===== src/verilog/dwp_cfg.svh =====
`ifndef DWP_CFG_SVH
`define DWP_CFG_SVH
// Command codes, low two bits of the written byte
`define DWP_CMD_CLEAR 2'h0
`define DWP_CMD_START 2'h1
`define DWP_CMD_RESET 2'h2
`define DWP_CMD_RSVD 2'h3
// Full command byte sent after a reset
`define DWP_BYTE_CLEAR 8'h00
// Wake-up block layout
`define DWP_WAKE_LEN 3'h6
`define DWP_WAKE_OFS_LO 3'h2
`define DWP_WAKE_OFS_HI 3'h3
`define DWP_WAKE_SEG_LO 3'h4
`define DWP_WAKE_SEG_HI 3'h5
// Segment shift that turns the port value into a memory address
`define DWP_SEG_SHIFT 4
// Offset of the status byte from the saved block address
`define DWP_STATUS_OFS 20'h00001
// Reset values
`define DWP_RST_ADDR 20'h00000
`define DWP_RST_BYTE 8'h00
`endif


===== src/verilog/dwp_pkg.sv =====
package dwp_pkg;
    typedef enum logic [2:0] {
        DWP_D_IDLE = 3'h0,
        DWP_D_FETCH = 3'h1,
        DWP_D_RUN = 3'h3,
        DWP_D_POST = 3'h2
    } dwp_dev_state_e;
    typedef enum logic [1:0] {
        DWP_H_IDLE = 2'h0,
        DWP_H_WR = 2'h1,
        DWP_H_CLR = 2'h3
    } dwp_host_state_e;
    typedef logic [19:0] dwp_maddr_t;
    typedef logic [15:0] dwp_port_t;
    typedef logic [7:0] dwp_byte_t;
endpackage


===== src/verilog/dwp_bus_if.sv =====
`timescale 1ns/1ps
interface dwp_bus_if;
    import dwp_pkg::*;
    // Host I/O and memory cycles on the shared bus
    logic io_wr;
    logic io_rd;
    logic mem_cyc;
    logic io_wide;
    dwp_port_t addr;
    dwp_byte_t data;
    // Board to host
    logic irq;
    // Board as bus master, one byte per request
    logic dma_req;
    logic dma_we;
    dwp_maddr_t dma_addr;
    dwp_byte_t dma_wdata;
    logic dma_ack;
    dwp_byte_t dma_rdata;
    modport dev (
        input io_wr, io_rd, mem_cyc, io_wide, addr, data, dma_ack, dma_rdata,
        output irq, dma_req, dma_we, dma_addr, dma_wdata
    );
    modport host (
        output io_wr, io_rd, mem_cyc, io_wide, addr, data, dma_ack, dma_rdata,
        input irq, dma_req, dma_we, dma_addr, dma_wdata
    );
endinterface


===== src/verilog/dwp_dev.sv =====
`timescale 1ns/1ps
`include "dwp_cfg.svh"
// Functional notes
// [RL1] One jumper port address, 8 or 16 bits
// [RL2] Jumper picks qualifier governing decode width
// [RL3] Wake-up address is port value shifted four
// [RL4] Only low two command bits decoded
// [RL5] Only I/O writes to port are recognised
// [RL6] Code 00 clears interrupt and board reset
// [RL7] Code 01 starts prepared storage operation
// [RL8] Code 02 hard-resets the board logic
// [RL9] Host follows reset with clear-interrupt
// [RL10] Every reset loses link; reinitialise first
// [RL11] Board is bus master, never system master
// [RL12] Start by port byte, then memory blocks
// [RL13] Host places four blocks, 68 bytes
// [RL14] Host interlocks: one operation at a time
// [RL15] First start fetches wake-up block, saves pointer
// [RL16] On finish post status, interrupt, wait
// [RL17] Code 03 is reserved and ignored
// [RL18] Interrupt held until clear-interrupt command; a reset command also clears it
module dwp_dev
    import dwp_pkg::*;
(
    input wire logic mclk,
    input wire logic rst_n,
    dwp_bus_if.dev bus,
    input wire dwp_port_t jmp_port,
    input wire logic jmp_dec16,
    input wire logic jmp_qual_sel,
    output logic op_start,
    output dwp_maddr_t op_block_addr,
    input wire logic op_done,
    input wire dwp_byte_t op_status,
    output logic board_reset,
    output logic link_up,
    output dwp_maddr_t wake_addr
);
    dwp_port_t port_m;
    dwp_port_t port_s;
    logic dec16_m;
    logic dec16_s;
    logic qual_m;
    logic qual_s;
    logic wide;
    logic addr_hit;
    logic hit;
    logic cmd_clear;
    logic cmd_start;
    logic cmd_reset;
    logic fetch_last;
    logic post_done;
    dwp_dev_state_e state_q;
    logic [2:0] idx_q;
    dwp_byte_t ofs_lo_q;
    dwp_byte_t ofs_hi_q;
    dwp_byte_t seg_lo_q;
    dwp_maddr_t block_q;
    logic link_q;
    logic rst_hold_q;
    logic irq_q;
    logic start_q;
    dwp_byte_t status_q;
    dwp_maddr_t seg_addr;

    // Jumpers are pins: two flops before use
    always_ff @(posedge mclk or negedge rst_n) begin
        if (!rst_n) begin
            port_m <= 16'h0000;
            port_s <= 16'h0000;
            dec16_m <= 1'b0;
            dec16_s <= 1'b0;
            qual_m <= 1'b0;
            qual_s <= 1'b0;
        end else begin
            port_m <= jmp_port;
            port_s <= port_m;
            dec16_m <= jmp_dec16;
            dec16_s <= dec16_m;
            qual_m <= jmp_qual_sel;
            qual_s <= qual_m;
        end
    end

    // Width from the bus qualifier or from the fixed width jumper
    assign wide = qual_s ? bus.io_wide : dec16_s; // RL2
    assign addr_hit = wide ? (bus.addr == port_s) : (bus.addr[7:0] == port_s[7:0]); // RL1
    // Reads and memory cycles never decode
    assign hit = bus.io_wr && !bus.io_rd && !bus.mem_cyc && addr_hit; // RL5
    assign cmd_clear = hit && bus.data[1:0] == `DWP_CMD_CLEAR; // RL4
    assign cmd_start = hit && bus.data[1:0] == `DWP_CMD_START;
    assign cmd_reset = hit && bus.data[1:0] == `DWP_CMD_RESET; // RL17
    // Code 03 matches none of the three and falls through

    assign wake_addr = {port_s, 4'h0}; // RL3

    assign fetch_last = state_q == DWP_D_FETCH && bus.dma_ack
        && idx_q == `DWP_WAKE_LEN - 3'h1;
    assign post_done = state_q == DWP_D_POST && bus.dma_ack;

    always_ff @(posedge mclk or negedge rst_n) begin
        if (!rst_n) begin
            state_q <= DWP_D_IDLE;
        end else if (cmd_reset) begin
            state_q <= DWP_D_IDLE; // RL8
        end else begin
            case (state_q)
                DWP_D_IDLE: begin
                    if (cmd_start && !rst_hold_q) begin
                        if (link_q) begin
                            state_q <= DWP_D_RUN; // RL7
                        end else begin
                            state_q <= DWP_D_FETCH; // RL15
                        end
                    end
                end
                DWP_D_FETCH: begin
                    if (fetch_last) begin
                        state_q <= DWP_D_RUN;
                    end
                end
                DWP_D_RUN: begin
                    if (op_done) begin
                        state_q <= DWP_D_POST; // RL16
                    end
                end
                DWP_D_POST: begin
                    if (post_done) begin
                        state_q <= DWP_D_IDLE;
                    end
                end
                default: state_q <= DWP_D_IDLE;
            endcase
        end
    end

    always_ff @(posedge mclk or negedge rst_n) begin
        if (!rst_n) begin
            idx_q <= 3'h0;
        end else if (state_q != DWP_D_FETCH || cmd_reset) begin
            idx_q <= 3'h0;
        end else if (bus.dma_ack) begin
            idx_q <= idx_q + 3'h1;
        end
    end

    // Pointer bytes of the wake-up block
    always_ff @(posedge mclk or negedge rst_n) begin
        if (!rst_n) begin
            ofs_lo_q <= `DWP_RST_BYTE;
            ofs_hi_q <= `DWP_RST_BYTE;
            seg_lo_q <= `DWP_RST_BYTE;
        end else if (state_q == DWP_D_FETCH && bus.dma_ack) begin
            case (idx_q)
                `DWP_WAKE_OFS_LO: ofs_lo_q <= bus.dma_rdata;
                `DWP_WAKE_OFS_HI: ofs_hi_q <= bus.dma_rdata;
                `DWP_WAKE_SEG_LO: seg_lo_q <= bus.dma_rdata;
                default: ofs_lo_q <= ofs_lo_q;
            endcase
        end
    end

    assign seg_addr = {bus.dma_rdata, seg_lo_q, 4'h0};

    // Saved next-block address, reused by later starts
    always_ff @(posedge mclk or negedge rst_n) begin
        if (!rst_n) begin
            block_q <= `DWP_RST_ADDR;
        end else if (fetch_last) begin
            block_q <= seg_addr + {4'h0, ofs_hi_q, ofs_lo_q}; // RL15
        end
    end

    always_ff @(posedge mclk or negedge rst_n) begin
        if (!rst_n) begin
            link_q <= 1'b0;
        end else if (cmd_reset) begin
            link_q <= 1'b0; // RL10
        end else if (fetch_last) begin
            link_q <= 1'b1;
        end
    end

    // Board stays held after a reset command until clear-interrupt
    always_ff @(posedge mclk or negedge rst_n) begin
        if (!rst_n) begin
            rst_hold_q <= 1'b0;
        end else if (cmd_reset) begin
            rst_hold_q <= 1'b1; // RL8
        end else if (cmd_clear) begin
            rst_hold_q <= 1'b0; // RL6
        end
    end

    // Set wins over clear-interrupt in the same cycle; a reset command wins over set
    always_ff @(posedge mclk or negedge rst_n) begin
        if (!rst_n) begin
            irq_q <= 1'b0;
        end else if (post_done && !cmd_reset) begin
            irq_q <= 1'b1; // RL16
        end else if (cmd_clear || cmd_reset) begin
            irq_q <= 1'b0; // RL18
        end
    end

    always_ff @(posedge mclk or negedge rst_n) begin
        if (!rst_n) begin
            start_q <= 1'b0;
        end else begin
            start_q <= !cmd_reset && ((state_q == DWP_D_IDLE && cmd_start && !rst_hold_q
                && link_q) || fetch_last); // RL7
        end
    end

    always_ff @(posedge mclk or negedge rst_n) begin
        if (!rst_n) begin
            status_q <= `DWP_RST_BYTE;
        end else if (state_q == DWP_D_RUN && op_done) begin
            status_q <= op_status;
        end
    end

    // Only memory requests leave the board; it never writes I/O
    assign bus.dma_req = state_q == DWP_D_FETCH || state_q == DWP_D_POST; // RL11
    assign bus.dma_we = state_q == DWP_D_POST;
    assign bus.dma_addr = (state_q == DWP_D_POST) ? block_q + `DWP_STATUS_OFS
        : wake_addr + {17'h00000, idx_q};
    assign bus.dma_wdata = status_q;
    assign bus.irq = irq_q;
    assign op_start = start_q;
    assign op_block_addr = block_q;
    assign board_reset = rst_hold_q;
    assign link_up = link_q;
endmodule


===== src/flat_wrapper.sv =====
// flat-port wrapper written by rule: the top's interface ports become plain ports
module dwp_dev_flat import dwp_pkg::*;
  (mclk, rst_n, jmp_port, jmp_dec16, jmp_qual_sel, op_start, op_block_addr, op_done, op_status, board_reset, link_up, wake_addr, bus_io_wr, bus_io_rd, bus_mem_cyc, bus_io_wide, bus_addr, bus_data, bus_dma_ack, bus_dma_rdata, bus_irq, bus_dma_req, bus_dma_we, bus_dma_addr, bus_dma_wdata);
  dwp_bus_if bus_i ();
  input wire logic mclk;
  input wire logic rst_n;
  input wire dwp_port_t jmp_port;
  input wire logic jmp_dec16;
  input wire logic jmp_qual_sel;
  output logic op_start;
  output dwp_maddr_t op_block_addr;
  input wire logic op_done;
  input wire dwp_byte_t op_status;
  output logic board_reset;
  output logic link_up;
  output dwp_maddr_t wake_addr;
  input wire logic [$bits(bus_i.io_wr)-1:0] bus_io_wr;
  input wire logic [$bits(bus_i.io_rd)-1:0] bus_io_rd;
  input wire logic [$bits(bus_i.mem_cyc)-1:0] bus_mem_cyc;
  input wire logic [$bits(bus_i.io_wide)-1:0] bus_io_wide;
  input wire logic [$bits(bus_i.addr)-1:0] bus_addr;
  input wire logic [$bits(bus_i.data)-1:0] bus_data;
  input wire logic [$bits(bus_i.dma_ack)-1:0] bus_dma_ack;
  input wire logic [$bits(bus_i.dma_rdata)-1:0] bus_dma_rdata;
  output wire logic [$bits(bus_i.irq)-1:0] bus_irq;
  output wire logic [$bits(bus_i.dma_req)-1:0] bus_dma_req;
  output wire logic [$bits(bus_i.dma_we)-1:0] bus_dma_we;
  output wire logic [$bits(bus_i.dma_addr)-1:0] bus_dma_addr;
  output wire logic [$bits(bus_i.dma_wdata)-1:0] bus_dma_wdata;
  assign bus_i.io_wr = bus_io_wr;
  assign bus_i.io_rd = bus_io_rd;
  assign bus_i.mem_cyc = bus_mem_cyc;
  assign bus_i.io_wide = bus_io_wide;
  assign bus_i.addr = bus_addr;
  assign bus_i.data = bus_data;
  assign bus_i.dma_ack = bus_dma_ack;
  assign bus_i.dma_rdata = bus_dma_rdata;
  assign bus_irq = bus_i.irq;
  assign bus_dma_req = bus_i.dma_req;
  assign bus_dma_we = bus_i.dma_we;
  assign bus_dma_addr = bus_i.dma_addr;
  assign bus_dma_wdata = bus_i.dma_wdata;
  dwp_dev u_core (.mclk(mclk), .rst_n(rst_n), .bus(bus_i), .jmp_port(jmp_port), .jmp_dec16(jmp_dec16), .jmp_qual_sel(jmp_qual_sel), .op_start(op_start), .op_block_addr(op_block_addr), .op_done(op_done), .op_status(op_status), .board_reset(board_reset), .link_up(link_up), .wake_addr(wake_addr));
endmodule

===== config.mk =====
export PLATFORM = sky130hd
export DESIGN_NAME = dwp_dev_flat
export DESIGN_NICKNAME = d
export VERILOG_FILES = /design/src/verilog/dwp_pkg.sv /design/src/verilog/dwp_bus_if.sv /design/src/verilog/dwp_dev.sv /design/src/flat_wrapper.sv
export VERILOG_INCLUDE_DIRS = /design/src /design/src/verilog
export SDC_FILE = /design/constraint.sdc
export NUM_CORES = 1
export LEC_CHECK = 0
export BUFFER_PORTS_ARGS = -buffer_cell sky130_fd_sc_hd__buf_2
export CORE_UTILIZATION = 35
export CTS_CLUSTER_DIAMETER = 50
export DETAILED_ROUTE_END_ITERATION = 10
export GPL_TIMING_DRIVEN = 0
export PLACE_DENSITY = 0.61
export SYNTH_ARGS = -nofsm -noshare
export SYNTH_HDL_FRONTEND = slang
export SYNTH_SLANG_ARGS = --single-unit

===== constraint.sdc =====
create_clock -name mclk -period 2.4 [get_ports mclk]
set_input_delay 0.72 -clock mclk [delete_from_list [all_inputs] [get_ports mclk]]
set_output_delay 0.72 -clock mclk [all_outputs]
set_load 0.01 [all_outputs]

==> key figures <==
Status
  – Status: finished, violations left
  – Failing checks: negative setup slack

Clock tree
  – CTS H-tree depth: 3
  – Clk buf depth: 2
  – CTS tree: built
  – Clk sinks: 97
  – Hold buffers post-CTS: 0
  – Reg clk slew, reported paths: 60 ps
  – Cts bufs inserted: 9
  – Clk_lat worst skew: 340 ps
  – Clk root buf: clkbuf_16

Synthesis
  – Top cell type's share of synthesized area: 0.510
  – Synth area leaders: dfrtp_1 51%, mux2_2 7.8%, ha_1 5.8%, xnor2_1 5.0%, nand2_1 3.8%
  – Ys async rst share: 1.00
  – Yosys cell types: 50
  – Area leader, netlist: dfrtp_1
  – Mapped Area: 0.00476 mm2
  – Synth Flop Type: dfrtp_1
  – Flops & latches, synth: 97
  – Post-synth EDFFs: 0
  – Register area share after synthesis: 0.510
  – Cells after Synth: 436
  – Syn Area/Cell: 10.9 um2
  – Syn. warnings: 0

Route
  – Vias per std cell: 4.94
  – 1st-pass router iterations: 4
  – Drt first-iter violations: 167
  – Antenna-violating nets left: 0
  – Post-Route WL: 12,400 um
  – DRC viols: 0
  – Vias: 3,904
  – WL/cell: 15.7 um

Die
  – Die H: 119 um
  – DIE AREA: 0.0141 mm2
  – Die width: 119 um
  – I/O pin cnt: 140
  – Core Region: 0.0132 mm2
  – Initial Utilization: 0.359
  – Row Count: 42

STA
  – Final WS setup: -427 ps
  – Final Cycle Share: 1.18
  – Hold Fails Final Rpt: 0
  – FMAX: 354 MHz
  – Final setup fails: 13
  – Setup Skew: 6.68 ps
  – Max-slew violations: 0
  – Slew HR: 0.560
  – Worst-Margin Slew: 660 ps
  – Setup repair after global routing missed its margin: true
  – Fin crit period: 2830 ps

Cells and area
  – Syn-to-layout area delta: 35.2%
  – Footprint of the multi-input gates: 0.00237 mm2
  – Register area: 0.00244 mm2
  – Final-stage net count: 700
  – N_diodes: 0
  – Fillers: 1,213
  – Share of cells above drive strength 1: 0.428

Global routing
  – Grt ovf: 0
  – First-pass GRT wire length: 19,700 um
  – Largest net degree at the start of global routing: 51
  – Initial antenna violation count: 0
  – GR Util All Layers: 0.180
  – Vias in the first global route: 3,896

Pwr
  – Ratio of total power to cell area: 882 mW/mm2
  – Total power: 5670 uW
  – Seq pwr share: 0.394
  – Int Pwr: 3740 uW
  – Max IR drop VDD: 372 uV
  – Sw Share: 0.341
  – Gate power share: 0.348
  – Clock power share: 0.258
  – Leakage Power: 0.00311 uW
  – Switching pwr: 1930 uW

Run
  – Max capacitance violation total: 0

Place
  – HPWL Detailed: 9230 um
  – Gp weighted congestion: 0.856
  – Dpl ws: -290 ps
  – Port bufs: 129

Worst setup path
  – Crit path kind: reg2out
  – Critical Path Source Type: flop
  – Worst EP arrival: 2110 ps
  – Worst EP required: 1680 ps
  – CP Max Fanout: 4
  – Crit. End Element: output port

Hold path
  – Hold crit path type: reg2reg
## worst max-delay path, stage by stage, from the launching register on
cell and delay [ps]:
dfrtp_2 400, nand4_4 150, nor4_4 330, nand4_1 190, or3_1 360, a31oi_2 170, buf_2 160
## cell usage after synthesis, types with 2 or more instances
cell      count
mux2_2       33
ha_1         22
a21oi_1      25
or3_1         3
o21a_1        3
o311ai_0      2
dfrtp_1      97
xnor2_1      27
o31ai_1       2
a211oi_1      3
a21o_1        4
nor4_4        2
xor2_1       17
nor3_1        4
a31oi_1       3
nand3_1      11
mux2i_1       2
nor2_1       37
nand2_1      48
inv_1        15
buf_4         4
clkbuf_1     10
and4_1        2
o21ai_1       3
and3_1        2
a21boi_0      3
nand4_1       8
o21ai_0      22
## state kept, by name, summed over array words and instances, names as in the netlist
register / count
u_core.op_block_addr: 20
u_core.dec16_m: 1
u_core.seg_lo_q: 8
u_core.idx_q: 3
u_core.port_s: 16
u_core.ofs_lo_q: 8
u_core.qual_m: 1
u_core.link_up: 1
u_core.board_reset: 1
u_core.dec16_s: 1
u_core.bus.irq: 1
u_core.op_start: 1
u_core.bus.dma_wdata: 8
u_core.qual_s: 1
u_core.port_m: 16
u_core.state_q: 2
u_core.ofs_hi_q: 8
## cells by family (layout without fill, tap and decap cells)
logic type      Yosys count  in the layout  share of synthesized area
other cells               1              4                   0.000788
buf+inv                  29            205                     0.0260
simple gates            126            126                      0.132
flops                    97             97                      0.510
mux                      35             35                     0.0823
compound gates           81             81                      0.105
xor+xnor                 44             44                     0.0810
fa+ha+maj                23             23                     0.0621
## area by class of cell
type / instances / share of cell area
multi-input cells: 313 / 0.369
flip-flops and latches: 97 / 0.380
clock inverters: 4 / 0.00798
clock buffers: 11 / 0.0393
repair buffers: 161 / 0.148
well taps: 176 / 0.0342
plain buffers: 14 / 0.0134
inverters: 15 / 0.00876
## metal layers
layer	wire length, um	vias up	GRT usage	share of wire
met5	0	-	0	0
met3	602	15	0.0362	0.049
li1	-	1859	-	-
met2	6110	121	0.298	0.49
met4	184	0	0.0585	0.015
met1	5500	1909	0.235	0.44
## power by group through the flow
stage	clock network, uW	logic [uW]	registers [uW]
after floorplan	0	1090	2260
after global placement	0	1760	2240
after detailed placement	0	1810	2260
after CTS	1500	1880	2230
after global routing	1550	2180	2280
final	1460	1970	2230
## cell usage in the layout (no fill, tap or decap), drive strengths merged, types with 2 or more instances in the layout
master and instances:
nor2 37, nand2 48, o21ai 25, clkbuf 20, or3 3, conb 4, o31ai 3, buf 166
o21bai 2, nand3 12, a21boi 4, o311ai 2, and4 2, a21oi 25, xnor2 27, xor2 17
nand4 10, nor4 2, mux2i 2, and3 3, a21o 4, dfrtp 97, inv 16, o21a 3
a31oi 3, ha 22, mux2 33, a211oi 4, nor3 5
## path summary, 6_finish.rpt
kind	from	to	slack, ps	depth (start not counted)
worst min register to register	u_core.dec16_m	u_core.dec16_s	340	0
worst max register to register	u_core.seg_lo_q[4]	u_core.op_block_addr[16]	150	7
worst max-delay path	u_core.op_block_addr[6]	bus_dma_addr[16]	-430	6
min in group asynchronous	rst_n	u_core.bus.dma_wdata[2]	410	1
worst min-delay path	u_core.dec16_m	u_core.dec16_s	340	0
max in group asynchronous	rst_n	u_core.op_block_addr[8]	1330	2
## through the flow
stage	setup TNS, ps	std cells	area, um2	util	hold WS, ps
floorplan	0	439	4780	-	331
global placement	-32980	744	5650	0.426	333
detailed placement	-3780	745	5680	0.429	335
CTS	-3420	771	6160	0.465	348
global route	-4180	791	6430	0.486	349
finish	-2620	791	6430	0.486	344
## what timing repair did
| item | in CTS | in global routing |
|---|---|---|
| buffers inserted | 11 | 21 |
| resized for setup | 29 | 36 |
| pin swaps | 11 | 19 |
| endpoints found under the setup margin | 20 | 26 |
Note: power is estimated with default switching activity, not from simulation.
